==> config.mk <==
export PLATFORM = sky130hd
export DESIGN_NAME = adiv_ctrl
export DESIGN_NICKNAME = d
export VERILOG_FILES = /design/src/shared/adiv_pkg.sv /design/src/design/adiv_tick.sv /design/src/design/adiv_ctrl.sv
export VERILOG_INCLUDE_DIRS = /design/src /design/src/shared
export SDC_FILE = /design/constraint.sdc
export NUM_CORES = 1
export LEC_CHECK = 0
export BUFFER_PORTS_ARGS = -buffer_cell sky130_fd_sc_hd__buf_2
export CAP_MARGIN = 40
export CORE_UTILIZATION = 31
export DETAILED_ROUTE_END_ITERATION = 8
export REMOVE_ABC_BUFFERS = 1
export SLEW_MARGIN = 0
export SYNTH_ARGS = -nofsm -noshare
export SYNTH_HDL_FRONTEND = slang
export SYNTH_SLANG_ARGS = --single-unit
==> constraint.sdc <==
create_clock -name clk -period 6.27 [get_ports clk]
set_input_delay 0.3135 -clock clk [delete_from_list [all_inputs] [get_ports clk]]
set_output_delay 0.3135 -clock clk [all_outputs]
set_load 0.05 [all_outputs]
==> src/shared/adiv_params.svh <==
// Purpose: constants for the antenna diversity controller
// Assumes: 40 MHz clock, word-aligned classic Wishbone register map
// Notes:   offsets are byte addresses
`ifndef ADIV_PARAMS_SVH
`define ADIV_PARAMS_SVH

// ************************************************************
// timing
// ************************************************************
`define ADIV_CLK_PERIOD_PS  25000
`define ADIV_WINDOW_US      40
`define ADIV_WINDOW_CYC     ((`ADIV_WINDOW_US * 1000000) / `ADIV_CLK_PERIOD_PS)

// ************************************************************
// register offsets
// ************************************************************
`define ADIV_OFS_CTRL       8'h00
`define ADIV_OFS_THRESH     8'h04
`define ADIV_OFS_STATUS     8'h08
`define ADIV_OFS_SWAP       8'h0c

// ************************************************************
// field positions
// ************************************************************
`define ADIV_CTRL_TX_EN     0
`define ADIV_CTRL_RX_EN     1
`define ADIV_CTRL_OUT_EN    2
`define ADIV_CTRL_PIN_ALT   3
`define ADIV_THR_ENERGY_LSB 0
`define ADIV_THR_QUAL_LSB   8
`define ADIV_STAT_LAST_TX   0
`define ADIV_STAT_LAST_RX   1
`define ADIV_STAT_CURRENT   2
`define ADIV_SWAP_GO        0

// ************************************************************
// reset values
// ************************************************************
`define ADIV_CTRL_RST       4'h0
`define ADIV_THR_RST        8'h00

`endif

==> src/shared/adiv_pkg.sv <==
// Purpose: types for the antenna diversity controller
// Assumes: nothing beyond the params header
// Notes:   antenna a is the reset choice
package adiv_pkg;

    // ************************************************************
    // antenna choice
    // ************************************************************
    typedef enum logic {
        ADIV_ANT_A = 1'b0,
        ADIV_ANT_B = 1'b1
    } adiv_ant_t;

endpackage

==> src/design/adiv_tick.sv <==
// Purpose: periodic one-cycle enable for the energy sampling window
// Assumes: single clock
// Notes:   first pulse comes PERIOD cycles after reset release
`timescale 1ns/1ps
module adiv_tick #(
    parameter int PERIOD = 1600
) (
    input  wire logic clk,
    input  wire logic rst,
    output logic      tick
);
    logic [15:0] cnt;

    always_ff @(posedge clk or posedge rst) begin
        if (rst) begin
            cnt  <= 16'h0000;
            tick <= 1'b0;
        end else if (cnt == 16'(PERIOD - 1)) begin
            cnt  <= 16'h0000;
            tick <= 1'b1;
        end else begin
            cnt  <= cnt + 16'h0001;
            tick <= 1'b0;
        end
    end
endmodule // adiv_tick

==> src/design/adiv_ctrl.sv <==
// Purpose: antenna diversity controller driving a two-position rf switch
// Assumes: radio and mac status inputs synchronous to clk
// Notes:   switch pins follow the antenna state one cycle later
//
// Operation
// - pattern 10 on the pair selects antenna a, 01 selects antenna b.
// - a pin-location bit routes the pair to default or alternative pins.
// - switch pins drive only once the output enable bit is set.
// - transmit and receive diversity have separate enables, usable together.
// - after a missing acknowledgement the retry goes out on the other antenna.
// - with transmit diversity on, toggle the antenna before every retry.
// - with receive diversity on, sample energy every 40 us against a threshold.
// - receive swap only when energy is below threshold and no packet arrives.
// - receive swap blocked by a good preamble in last 40 us or ack wait.
// - software writes both the energy and the preamble quality thresholds.
// - status shows last transmit, last receive and current antenna.
// - a software swap command toggles the current antenna at once.
`timescale 1ns/1ps
`include "adiv_params.svh"
module adiv_ctrl #(
    parameter int EW         = 8,
    parameter int WINDOW_CYC = `ADIV_WINDOW_CYC
) (
    input  wire logic          clk,
    input  wire logic          rst,
    input  wire logic          wb_cyc_i,
    input  wire logic          wb_stb_i,
    input  wire logic          wb_we_i,
    input  wire logic [7:0]    wb_adr_i,
    input  wire logic [3:0]    wb_sel_i,
    input  wire logic [31:0]   wb_dat_i,
    output logic      [31:0]   wb_dat_o,
    output logic               wb_ack_o,
    input  wire logic          retry_start,
    input  wire logic          tx_done,
    input  wire logic          rx_done,
    input  wire logic          rx_busy,
    input  wire logic          ack_wait,
    input  wire logic [EW-1:0] energy_level,
    input  wire logic          preamble_det,
    input  wire logic [EW-1:0] preamble_qual,
    output logic               sw_dflt_a,
    output logic               sw_dflt_b,
    output logic               sw_dflt_oe,
    output logic               sw_alt_a,
    output logic               sw_alt_b,
    output logic               sw_alt_oe
);

    // ************************************************************
    // state
    // ************************************************************
    logic                tx_div_en;
    logic                rx_div_en;
    logic                out_en;
    logic                pin_alt;
    logic [EW-1:0]       energy_thr;
    logic [EW-1:0]       qual_thr;
    adiv_pkg::adiv_ant_t ant;
    adiv_pkg::adiv_ant_t last_tx_ant;
    adiv_pkg::adiv_ant_t last_rx_ant;
    logic [15:0]         hold_cnt;
    logic                tick;

    logic                bus_req;
    logic                bus_wr;
    logic                hit_ctrl;
    logic                hit_thr;
    logic                hit_stat;
    logic                hit_swap;
    logic                man_swap;
    logic                tx_swap;
    logic                rx_swap;
    logic                pre_hit;
    logic [31:0]         next_rdata;

    // ************************************************************
    // 40 us sampling window
    // ************************************************************
    adiv_tick #(
        .PERIOD (WINDOW_CYC)
    ) u_tick (
        .clk  (clk),
        .rst  (rst),
        .tick (tick)
    );

    // ************************************************************
    // wishbone slave
    // ************************************************************
    assign bus_req  = wb_cyc_i && wb_stb_i;
    assign bus_wr   = bus_req && wb_we_i && wb_ack_o;
    assign hit_ctrl = wb_adr_i == `ADIV_OFS_CTRL;
    assign hit_thr  = wb_adr_i == `ADIV_OFS_THRESH;
    assign hit_stat = wb_adr_i == `ADIV_OFS_STATUS;
    assign hit_swap = wb_adr_i == `ADIV_OFS_SWAP;

    always_comb begin
        next_rdata = 32'h0000_0000;
        if (hit_ctrl) begin
            next_rdata[`ADIV_CTRL_TX_EN]   = tx_div_en;
            next_rdata[`ADIV_CTRL_RX_EN]   = rx_div_en;
            next_rdata[`ADIV_CTRL_OUT_EN]  = out_en;
            next_rdata[`ADIV_CTRL_PIN_ALT] = pin_alt;
        end else if (hit_thr) begin
            next_rdata[`ADIV_THR_ENERGY_LSB +: EW] = energy_thr;
            next_rdata[`ADIV_THR_QUAL_LSB +: EW]   = qual_thr;
        end else if (hit_stat) begin
            next_rdata[`ADIV_STAT_LAST_TX] = last_tx_ant;
            next_rdata[`ADIV_STAT_LAST_RX] = last_rx_ant;
            next_rdata[`ADIV_STAT_CURRENT] = ant;
        end
    end

    // ack one cycle after the request, dropped in the following cycle
    always_ff @(posedge clk or posedge rst) begin
        if (rst) begin
            wb_ack_o <= 1'b0;
            wb_dat_o <= 32'h0000_0000;
        end else begin
            wb_ack_o <= bus_req && !wb_ack_o;
            wb_dat_o <= (bus_req && !wb_ack_o && !wb_we_i) ? next_rdata : 32'h0000_0000;
        end
    end

    // ************************************************************
    // control and threshold registers
    // ************************************************************
    always_ff @(posedge clk or posedge rst) begin
        if (rst) begin
            tx_div_en <= 1'b0;
            rx_div_en <= 1'b0;
            out_en    <= 1'b0;
            pin_alt   <= 1'b0;
        end else if (bus_wr && hit_ctrl && wb_sel_i[0]) begin
            tx_div_en <= wb_dat_i[`ADIV_CTRL_TX_EN];
            rx_div_en <= wb_dat_i[`ADIV_CTRL_RX_EN];
            out_en    <= wb_dat_i[`ADIV_CTRL_OUT_EN];
            pin_alt   <= wb_dat_i[`ADIV_CTRL_PIN_ALT];
        end
    end

    always_ff @(posedge clk or posedge rst) begin
        if (rst) begin
            energy_thr <= EW'(`ADIV_THR_RST);
            qual_thr   <= EW'(`ADIV_THR_RST);
        end else if (bus_wr && hit_thr) begin
            if (wb_sel_i[0])
                energy_thr <= wb_dat_i[`ADIV_THR_ENERGY_LSB +: EW];
            if (wb_sel_i[1])
                qual_thr <= wb_dat_i[`ADIV_THR_QUAL_LSB +: EW];
        end
    end

    // ************************************************************
    // swap decisions
    // ************************************************************
    assign man_swap = bus_wr && hit_swap && wb_sel_i[0] && wb_dat_i[`ADIV_SWAP_GO];
    assign tx_swap  = tx_div_en && retry_start;
    assign pre_hit  = preamble_det && (preamble_qual > qual_thr);
    assign rx_swap  = rx_div_en && tick && (energy_level < energy_thr)
                   && !rx_busy && !ack_wait && (hold_cnt == 16'h0000);

    // good preamble blocks receive swaps for one full window
    always_ff @(posedge clk or posedge rst) begin
        if (rst)
            hold_cnt <= 16'h0000;
        else if (pre_hit)
            hold_cnt <= 16'(WINDOW_CYC);
        else if (hold_cnt != 16'h0000)
            hold_cnt <= hold_cnt - 16'h0001;
    end

    // simultaneous swap sources merge into a single toggle
    always_ff @(posedge clk or posedge rst) begin
        if (rst)
            ant <= adiv_pkg::ADIV_ANT_A;
        else if (man_swap || tx_swap || rx_swap)
            ant <= adiv_pkg::adiv_ant_t'(~ant);
    end

    // ************************************************************
    // antenna status
    // ************************************************************
    always_ff @(posedge clk or posedge rst) begin
        if (rst) begin
            last_tx_ant <= adiv_pkg::ADIV_ANT_A;
            last_rx_ant <= adiv_pkg::ADIV_ANT_A;
        end else begin
            if (tx_done)
                last_tx_ant <= ant;
            if (rx_done)
                last_rx_ant <= ant;
        end
    end

    // ************************************************************
    // switch pins
    // ************************************************************
    always_ff @(posedge clk or posedge rst) begin
        if (rst) begin
            sw_dflt_a  <= 1'b0;
            sw_dflt_b  <= 1'b0;
            sw_dflt_oe <= 1'b0;
            sw_alt_a   <= 1'b0;
            sw_alt_b   <= 1'b0;
            sw_alt_oe  <= 1'b0;
        end else begin
            sw_dflt_oe <= out_en && !pin_alt;
            sw_alt_oe  <= out_en && pin_alt;
            sw_dflt_a  <= out_en && !pin_alt && (ant == adiv_pkg::ADIV_ANT_A);
            sw_dflt_b  <= out_en && !pin_alt && (ant == adiv_pkg::ADIV_ANT_B);
            sw_alt_a   <= out_en && pin_alt && (ant == adiv_pkg::ADIV_ANT_A);
            sw_alt_b   <= out_en && pin_alt && (ant == adiv_pkg::ADIV_ANT_B);
        end
    end
endmodule // adiv_ctrl

# Yosys cells after proc, flatten, opt, wreduce, memory -nomap -nowiden
# Cells that the tools add are included.
# word_totals
ff_bits	79
in_bits	71
output_inout_bits	39
# op_classes
addsub	2
magnitude_cmp	2
n_eq_ne	4
muxes	10
n_bitwise	1
n_reduce_logical	37
# ops
cell	n
two-way mux 16 bit	4
logical AND 1 bit	24
adder 16 x 1 -> 16 bit (second input constant)	1
== test 16 x 11 -> 1 bit (second input constant)	1
== test 8 x 4 -> 1 bit (second input constant)	2
logical NOT 16 bit	1
nonzero test 16 bit	1
subtractor 16 x 1 -> 16 bit (second input constant)	1
two-way mux 13 bit	1
two-way mux 12 bit	1
== test 8 x 3 -> 1 bit (second input constant)	1
> comparator 8 bit	1
logical NOT 8 bit	1
< comparator 8 bit	1
two-way mux 3 bit	2
logical NOT 1 bit	5
two-way mux 4 bit	1
AND reduction 2 bit	2
logical OR 1 bit	2
nonzero test 2 bit	1
two-way mux 1 bit	1
inverter 1 bit	1

# Longest topological paths before layout
# logic_depth
depth_word	8
ltp_mapped	7
mapped_depth_nobuf	6

# Hierarchy
# From an unflattened synthesis, not the netlist that was laid out.
# unflattened
cells_unflattened	353
area_unflattened_um2	3965.1
# modules_own_cells
mod	n_inst	cells_per_inst	area_each_um2	seq_area_each_um2
adiv_ctrl	1	284	3210.6	1551.5
adiv_tick	1	69	754.5	425.4

# Least setup slack after synthesis
# Ideal clock, no wire load.
# synth_timing
path_kind	reg2reg
startpoint	register qual_thr[7]
endpoint	register hold_cnt[6]
arrival_ns	1.718
slack_ns	4.415
path_stages_with_launch	7
path_buffers	0
synth_period_minus_slack_ns	1.855
path_cell_list	dfrtp_1 inv_1 ha_1 a21oi_1 o21ai_0 o311a_1 or3b_2
# synth_between
elab_chain_len	3
# synth_lines
item	line_no	source
start, declared	adiv_ctrl.sv:58	logic [EW-1:0] qual_thr;
start signal, assigned	adiv_ctrl.sv:146	qual_thr <= EW'(`ADIV_THR_RST);
start signal, assigned	adiv_ctrl.sv:151	qual_thr <= wb_dat_i[`ADIV_THR_QUAL_LSB +: EW];
> comparator 8 bit (*)	adiv_ctrl.sv:160	assign pre_hit = preamble_det && (preamble_qual > qual_thr);
logical AND 1 bit (*)	adiv_ctrl.sv:160	
two-way mux 16 bit or nonzero test 2 bit (tied branches)	--	
end signal, assigned	adiv_ctrl.sv:169	hold_cnt <= 16'(WINDOW_CYC);
end signal, assigned	adiv_ctrl.sv:171	hold_cnt <= hold_cnt - 16'h0001;
end, declared	adiv_ctrl.sv:62	logic [15:0] hold_cnt;
# Mark *: on every way between the ends. The rest lies on a longest branch, timed or not.
# A chain may end at the register's enable or synchronous reset.

# Worst setup path after layout
# Same ends and word-level chain as after synthesis.

==> results.md <==
- WL/cell: 13.1 um
- Die span in x: 114 um
- Worst path max stage delay: 530 ps
- Boundary pin count: 110
- Leading area contributor after synthesis: sky130_fd_sc_hd__dfrtp_1
- Post-layout minimum cycle time: 2170 ps
- Port buffer count: 75
- Source of the worst register-to-register timing path: qual_thr[7]$_DFFE_PP0P_
- Most used flip-flop cell after synthesis: sky130_fd_sc_hd__dfrtp_1
- Hold WC Path Type: in2async
- Yosys reg bits: 79
- Pin count of the biggest net entering global routing: 55
- Number of enable-type register cells in the synthesized netlist: 0
- Required time at the worst-slack endpoint: 6480 ps
- CTS buffer count: 9
- Detailed-route DRC error count: 0
- Die H: 114 um
- Final-layout worst hold slack: 30.4 ps
- Clk Latency, worst-skew pair: 340 ps
- Async set or reset register ratio after synthesis: 1.00
- Share of post-route cells with drive strength above 1: 0.283
- Via count of the first global-routing pass: 2833
- Final routed wirelength across all metal layers: 7980 um
- Unrepaired setup endpoints after global routing: no
- Number of routed nets with antenna violations: 0
- Count of pins over their slew limit: 0
- Number of H-tree levels: 3
- Post-Syn Area: 3890 um2
- Power density over cell area: 264 nW/um2
- Largest clock skew in the final design: 6.82 ps
- Class of the most critical setup path: reg2reg
- Worst-case register-to-register setup slack: 4100 ps
- Synth Area per Inst: 11.0 um2
- GRT overflow: 0
- Number of antenna diodes: 0
- Final cycle utilization of the critical path: 0.347
- Count of standard-cell rows: 40
- Sequential area share after synthesis: 0.508
- Delay-heaviest family, CP: compound AO/OA/AOI/OAI gates
- Final hold violation count: 0
- Static Leak: 2.25 nW
- Starting density of the core: 0.322
- First-pass iteration count of the detailed router: 4
- Post-Route Setup TNS: 0 ps
- Achievable Freq: 0.460 GHz
- Top cells by area in the synthesized netlist: sky130_fd_sc_hd__dfrtp_1, sky130_fd_sc_hd__mux2_2, sky130_fd_sc_hd__ha_1
- Fraction of post-synthesis cell area in the top cell type by area: 0.508
- Post-detailed-route via-to-cell ratio: 4.67
- Total core area: 12100 um2
- CP arrival: 2380 ps
- Critical Path Source Type: flop
- Maximum fanout count along the critical path: 16
- Final setup viols: 0
- Critical path cell sequence: inv_1, ha_1, a21oi_1, o21ai_0, o311a_1, or3b_2
- Wire length of the first global-routing pass: 13500 um
- Clock tree root buffer cell: sky130_fd_sc_hd__clkbuf_16
- Count of filler cells inserted in the layout: 1212
- GRT Total Usage: 0.135
- Critical Path Start: qual_thr[7]$_DFFE_PP0P_
- Number of distinct library cell variants in the gate-level netlist after synthesis: 49
- Headroom to the max-slew limit: 0.590
- Max-cap violations: 0
- Number of synthesis warnings: 0
- Endpoint type of the worst setup path: flop
- Number of buffers inserted by hold repair at cts: 0
- Total half-perimeter wirelength after legalization and detailed placement: 6030 um
- Num Clock Sinks: 79
- Clock input transition at the sequential cells of the worst setup and hold paths: 60 ps
- Result of the run: completed
- Full die area: 13000 um2
- Buffers plus inverters on the worst setup path: 1
- Clock buffer depth: 2
- Antenna violations before repair: 0
- Vias post-DR: 2849
- CP max-delay cell: sky130_fd_sc_hd__or3b_2
- CTS tree: yes
- Post-CTS setup buffer count: 0
- Post-synthesis instance total: 355
- Tightest Pin Transition: 615 ps
- Routability congestion estimate from global placement: 0.831
- Most frequent cell after synthesis: sky130_fd_sc_hd__dfrtp_1
- Iteration-0 DRC count of the detailed router: 128
- Top post-synthesis cells by count: sky130_fd_sc_hd__dfrtp_1, sky130_fd_sc_hd__nor2_1, sky130_fd_sc_hd__inv_1, sky130_fd_sc_hd__mux2_2, sky130_fd_sc_hd__a21oi_1
- Net total in the final layout: 528
- Resize count post-CTS: 0
- Area growth syn-to-layout: 21.3%
- Maximum resistive drop on vdd: 103 uV
==> worst paths after layout <==
path / depth (start not counted) / to
max in group asynchronous: 4 / wb_dat_o[9]$_DFF_PP0_
max: 6 / hold_cnt[6]$_DFFE_PP0P_
min reg2reg: 1 / u_tick.cnt[15]$_DFF_PP0_
max reg2reg: 6 / hold_cnt[6]$_DFFE_PP0P_
min in group clk: 2 / qual_thr[0]$_DFFE_PP0P_
min: 3 / sw_dflt_b$_DFF_PP0_
==> cell type report <==
class | instances | area [um2] | share of cell area
clock buffer | 13 | 250 | 0.0530
clock inverter | 1 | 30.0 | 0.00636
inverter | 23 | 87.6 | 0.0185
multi-input combinational | 248 | 1750 | 0.371
sequential | 79 | 1980 | 0.419
tap | 168 | 210 | 0.0445
timing repair buffer | 78 | 418 | 0.0885
==> per-layer routing <==
layer / GRT usage / vias up / wire, um
li1: - / 1396 / -
met1: 0.177 / 1385 / 3630
met2: 0.213 / 56 / 3900
met3: 0.0296 / 12 / 297
met4: 0.0580 / 0 / 161
met5: 0 / - / 0
==> cell usage in the layout (no fill, tap or decap), types with 2 or more instances in the layout <==
master,netlist,routed
sky130_fd_sc_hd__a2111oi_0,4,4
sky130_fd_sc_hd__a211o_1,2,2
sky130_fd_sc_hd__a211oi_1,2,2
sky130_fd_sc_hd__a21oi_1,19,19
sky130_fd_sc_hd__and2_1,14,14
sky130_fd_sc_hd__and3_1,7,7
sky130_fd_sc_hd__and4_1,3,3
sky130_fd_sc_hd__buf_2,0,75
sky130_fd_sc_hd__buf_4,16,2
sky130_fd_sc_hd__clkbuf_1,2,3
sky130_fd_sc_hd__clkbuf_16,0,9
sky130_fd_sc_hd__conb_1,1,16
sky130_fd_sc_hd__dfrtp_1,79,79
sky130_fd_sc_hd__ha_1,18,18
sky130_fd_sc_hd__inv_1,23,22
sky130_fd_sc_hd__mux2_2,22,22
sky130_fd_sc_hd__nand2_1,17,17
sky130_fd_sc_hd__nand2b_1,3,3
sky130_fd_sc_hd__nand3_1,13,13
sky130_fd_sc_hd__nand4_1,5,5
sky130_fd_sc_hd__nand4b_1,2,2
sky130_fd_sc_hd__nor2_1,24,24
sky130_fd_sc_hd__nor2_2,2,2
sky130_fd_sc_hd__nor2b_1,3,3
sky130_fd_sc_hd__nor3_1,7,7
sky130_fd_sc_hd__nor3b_1,2,2
sky130_fd_sc_hd__nor4_1,3,2
sky130_fd_sc_hd__nor4_2,1,2
sky130_fd_sc_hd__nor4_4,3,3
sky130_fd_sc_hd__o211ai_1,3,3
sky130_fd_sc_hd__o21ai_0,9,9
sky130_fd_sc_hd__o31ai_1,4,4
sky130_fd_sc_hd__or2_2,2,2
sky130_fd_sc_hd__or3_1,5,5
sky130_fd_sc_hd__or4_1,6,6
sky130_fd_sc_hd__xnor2_1,10,10
sky130_fd_sc_hd__xor2_1,5,5
==> metrics by stage <==
| step | instances | worst slack, ps | area, um2 | utilization | power [W] |
|---|---|---|---|---|---|
| floorplan | 350 | 3930 | 3810 | - | 0.000702 |
| global placement | 595 | 4080 | 4420 | 0.365 | 0.000748 |
| detailed placement | 596 | 4050 | 4440 | 0.367 | 0.000758 |
| CTS | 610 | 4070 | 4720 | 0.390 | 0.00127 |
| global route | 610 | 3950 | 4720 | 0.390 | 0.00132 |
| finish | 610 | 4100 | 4720 | 0.390 | 0.00125 |
==> sequential cells by signal, summed over array words and instances (netlist names), 8 cells and up <==
name	flops
wb_dat_o	16
energy_thr	8
hold_cnt	16
u_tick.cnt	16
qual_thr	8
==> where the power goes <==
part | internal (W) | switching (W) | leakage [nW]
sequential | 0.000535 | 0.0000327 | 1.05
clock | 0.000315 | 0.000187 | 0.136
combinational | 0.0000693 | 0.000110 | 1.06
total | 0.000919 | 0.000330 | 2.25
==> worst reg2reg max path, cell delays in order (launching register included) <==
cell	delay [ps]
sky130_fd_sc_hd__dfrtp_1	350
sky130_fd_sc_hd__inv_1	50
sky130_fd_sc_hd__ha_1	300
sky130_fd_sc_hd__a21oi_1	190
sky130_fd_sc_hd__o21ai_0	110
sky130_fd_sc_hd__o311a_1	510
sky130_fd_sc_hd__or3b_2	540
==> logic make-up after synthesis <==
logic type | synth area share
muxes | 0.0662
adders and majority gates | 0.0578
other | 0.000963
DFF | 0.508
buffers and inverters | 0.0591
and+or+nand+nor | 0.197
AOI/OAI and AO/OA | 0.0781
xor gates and xnor gates | 0.0337
No activity file was read; power rests on OpenSTA's default activity.
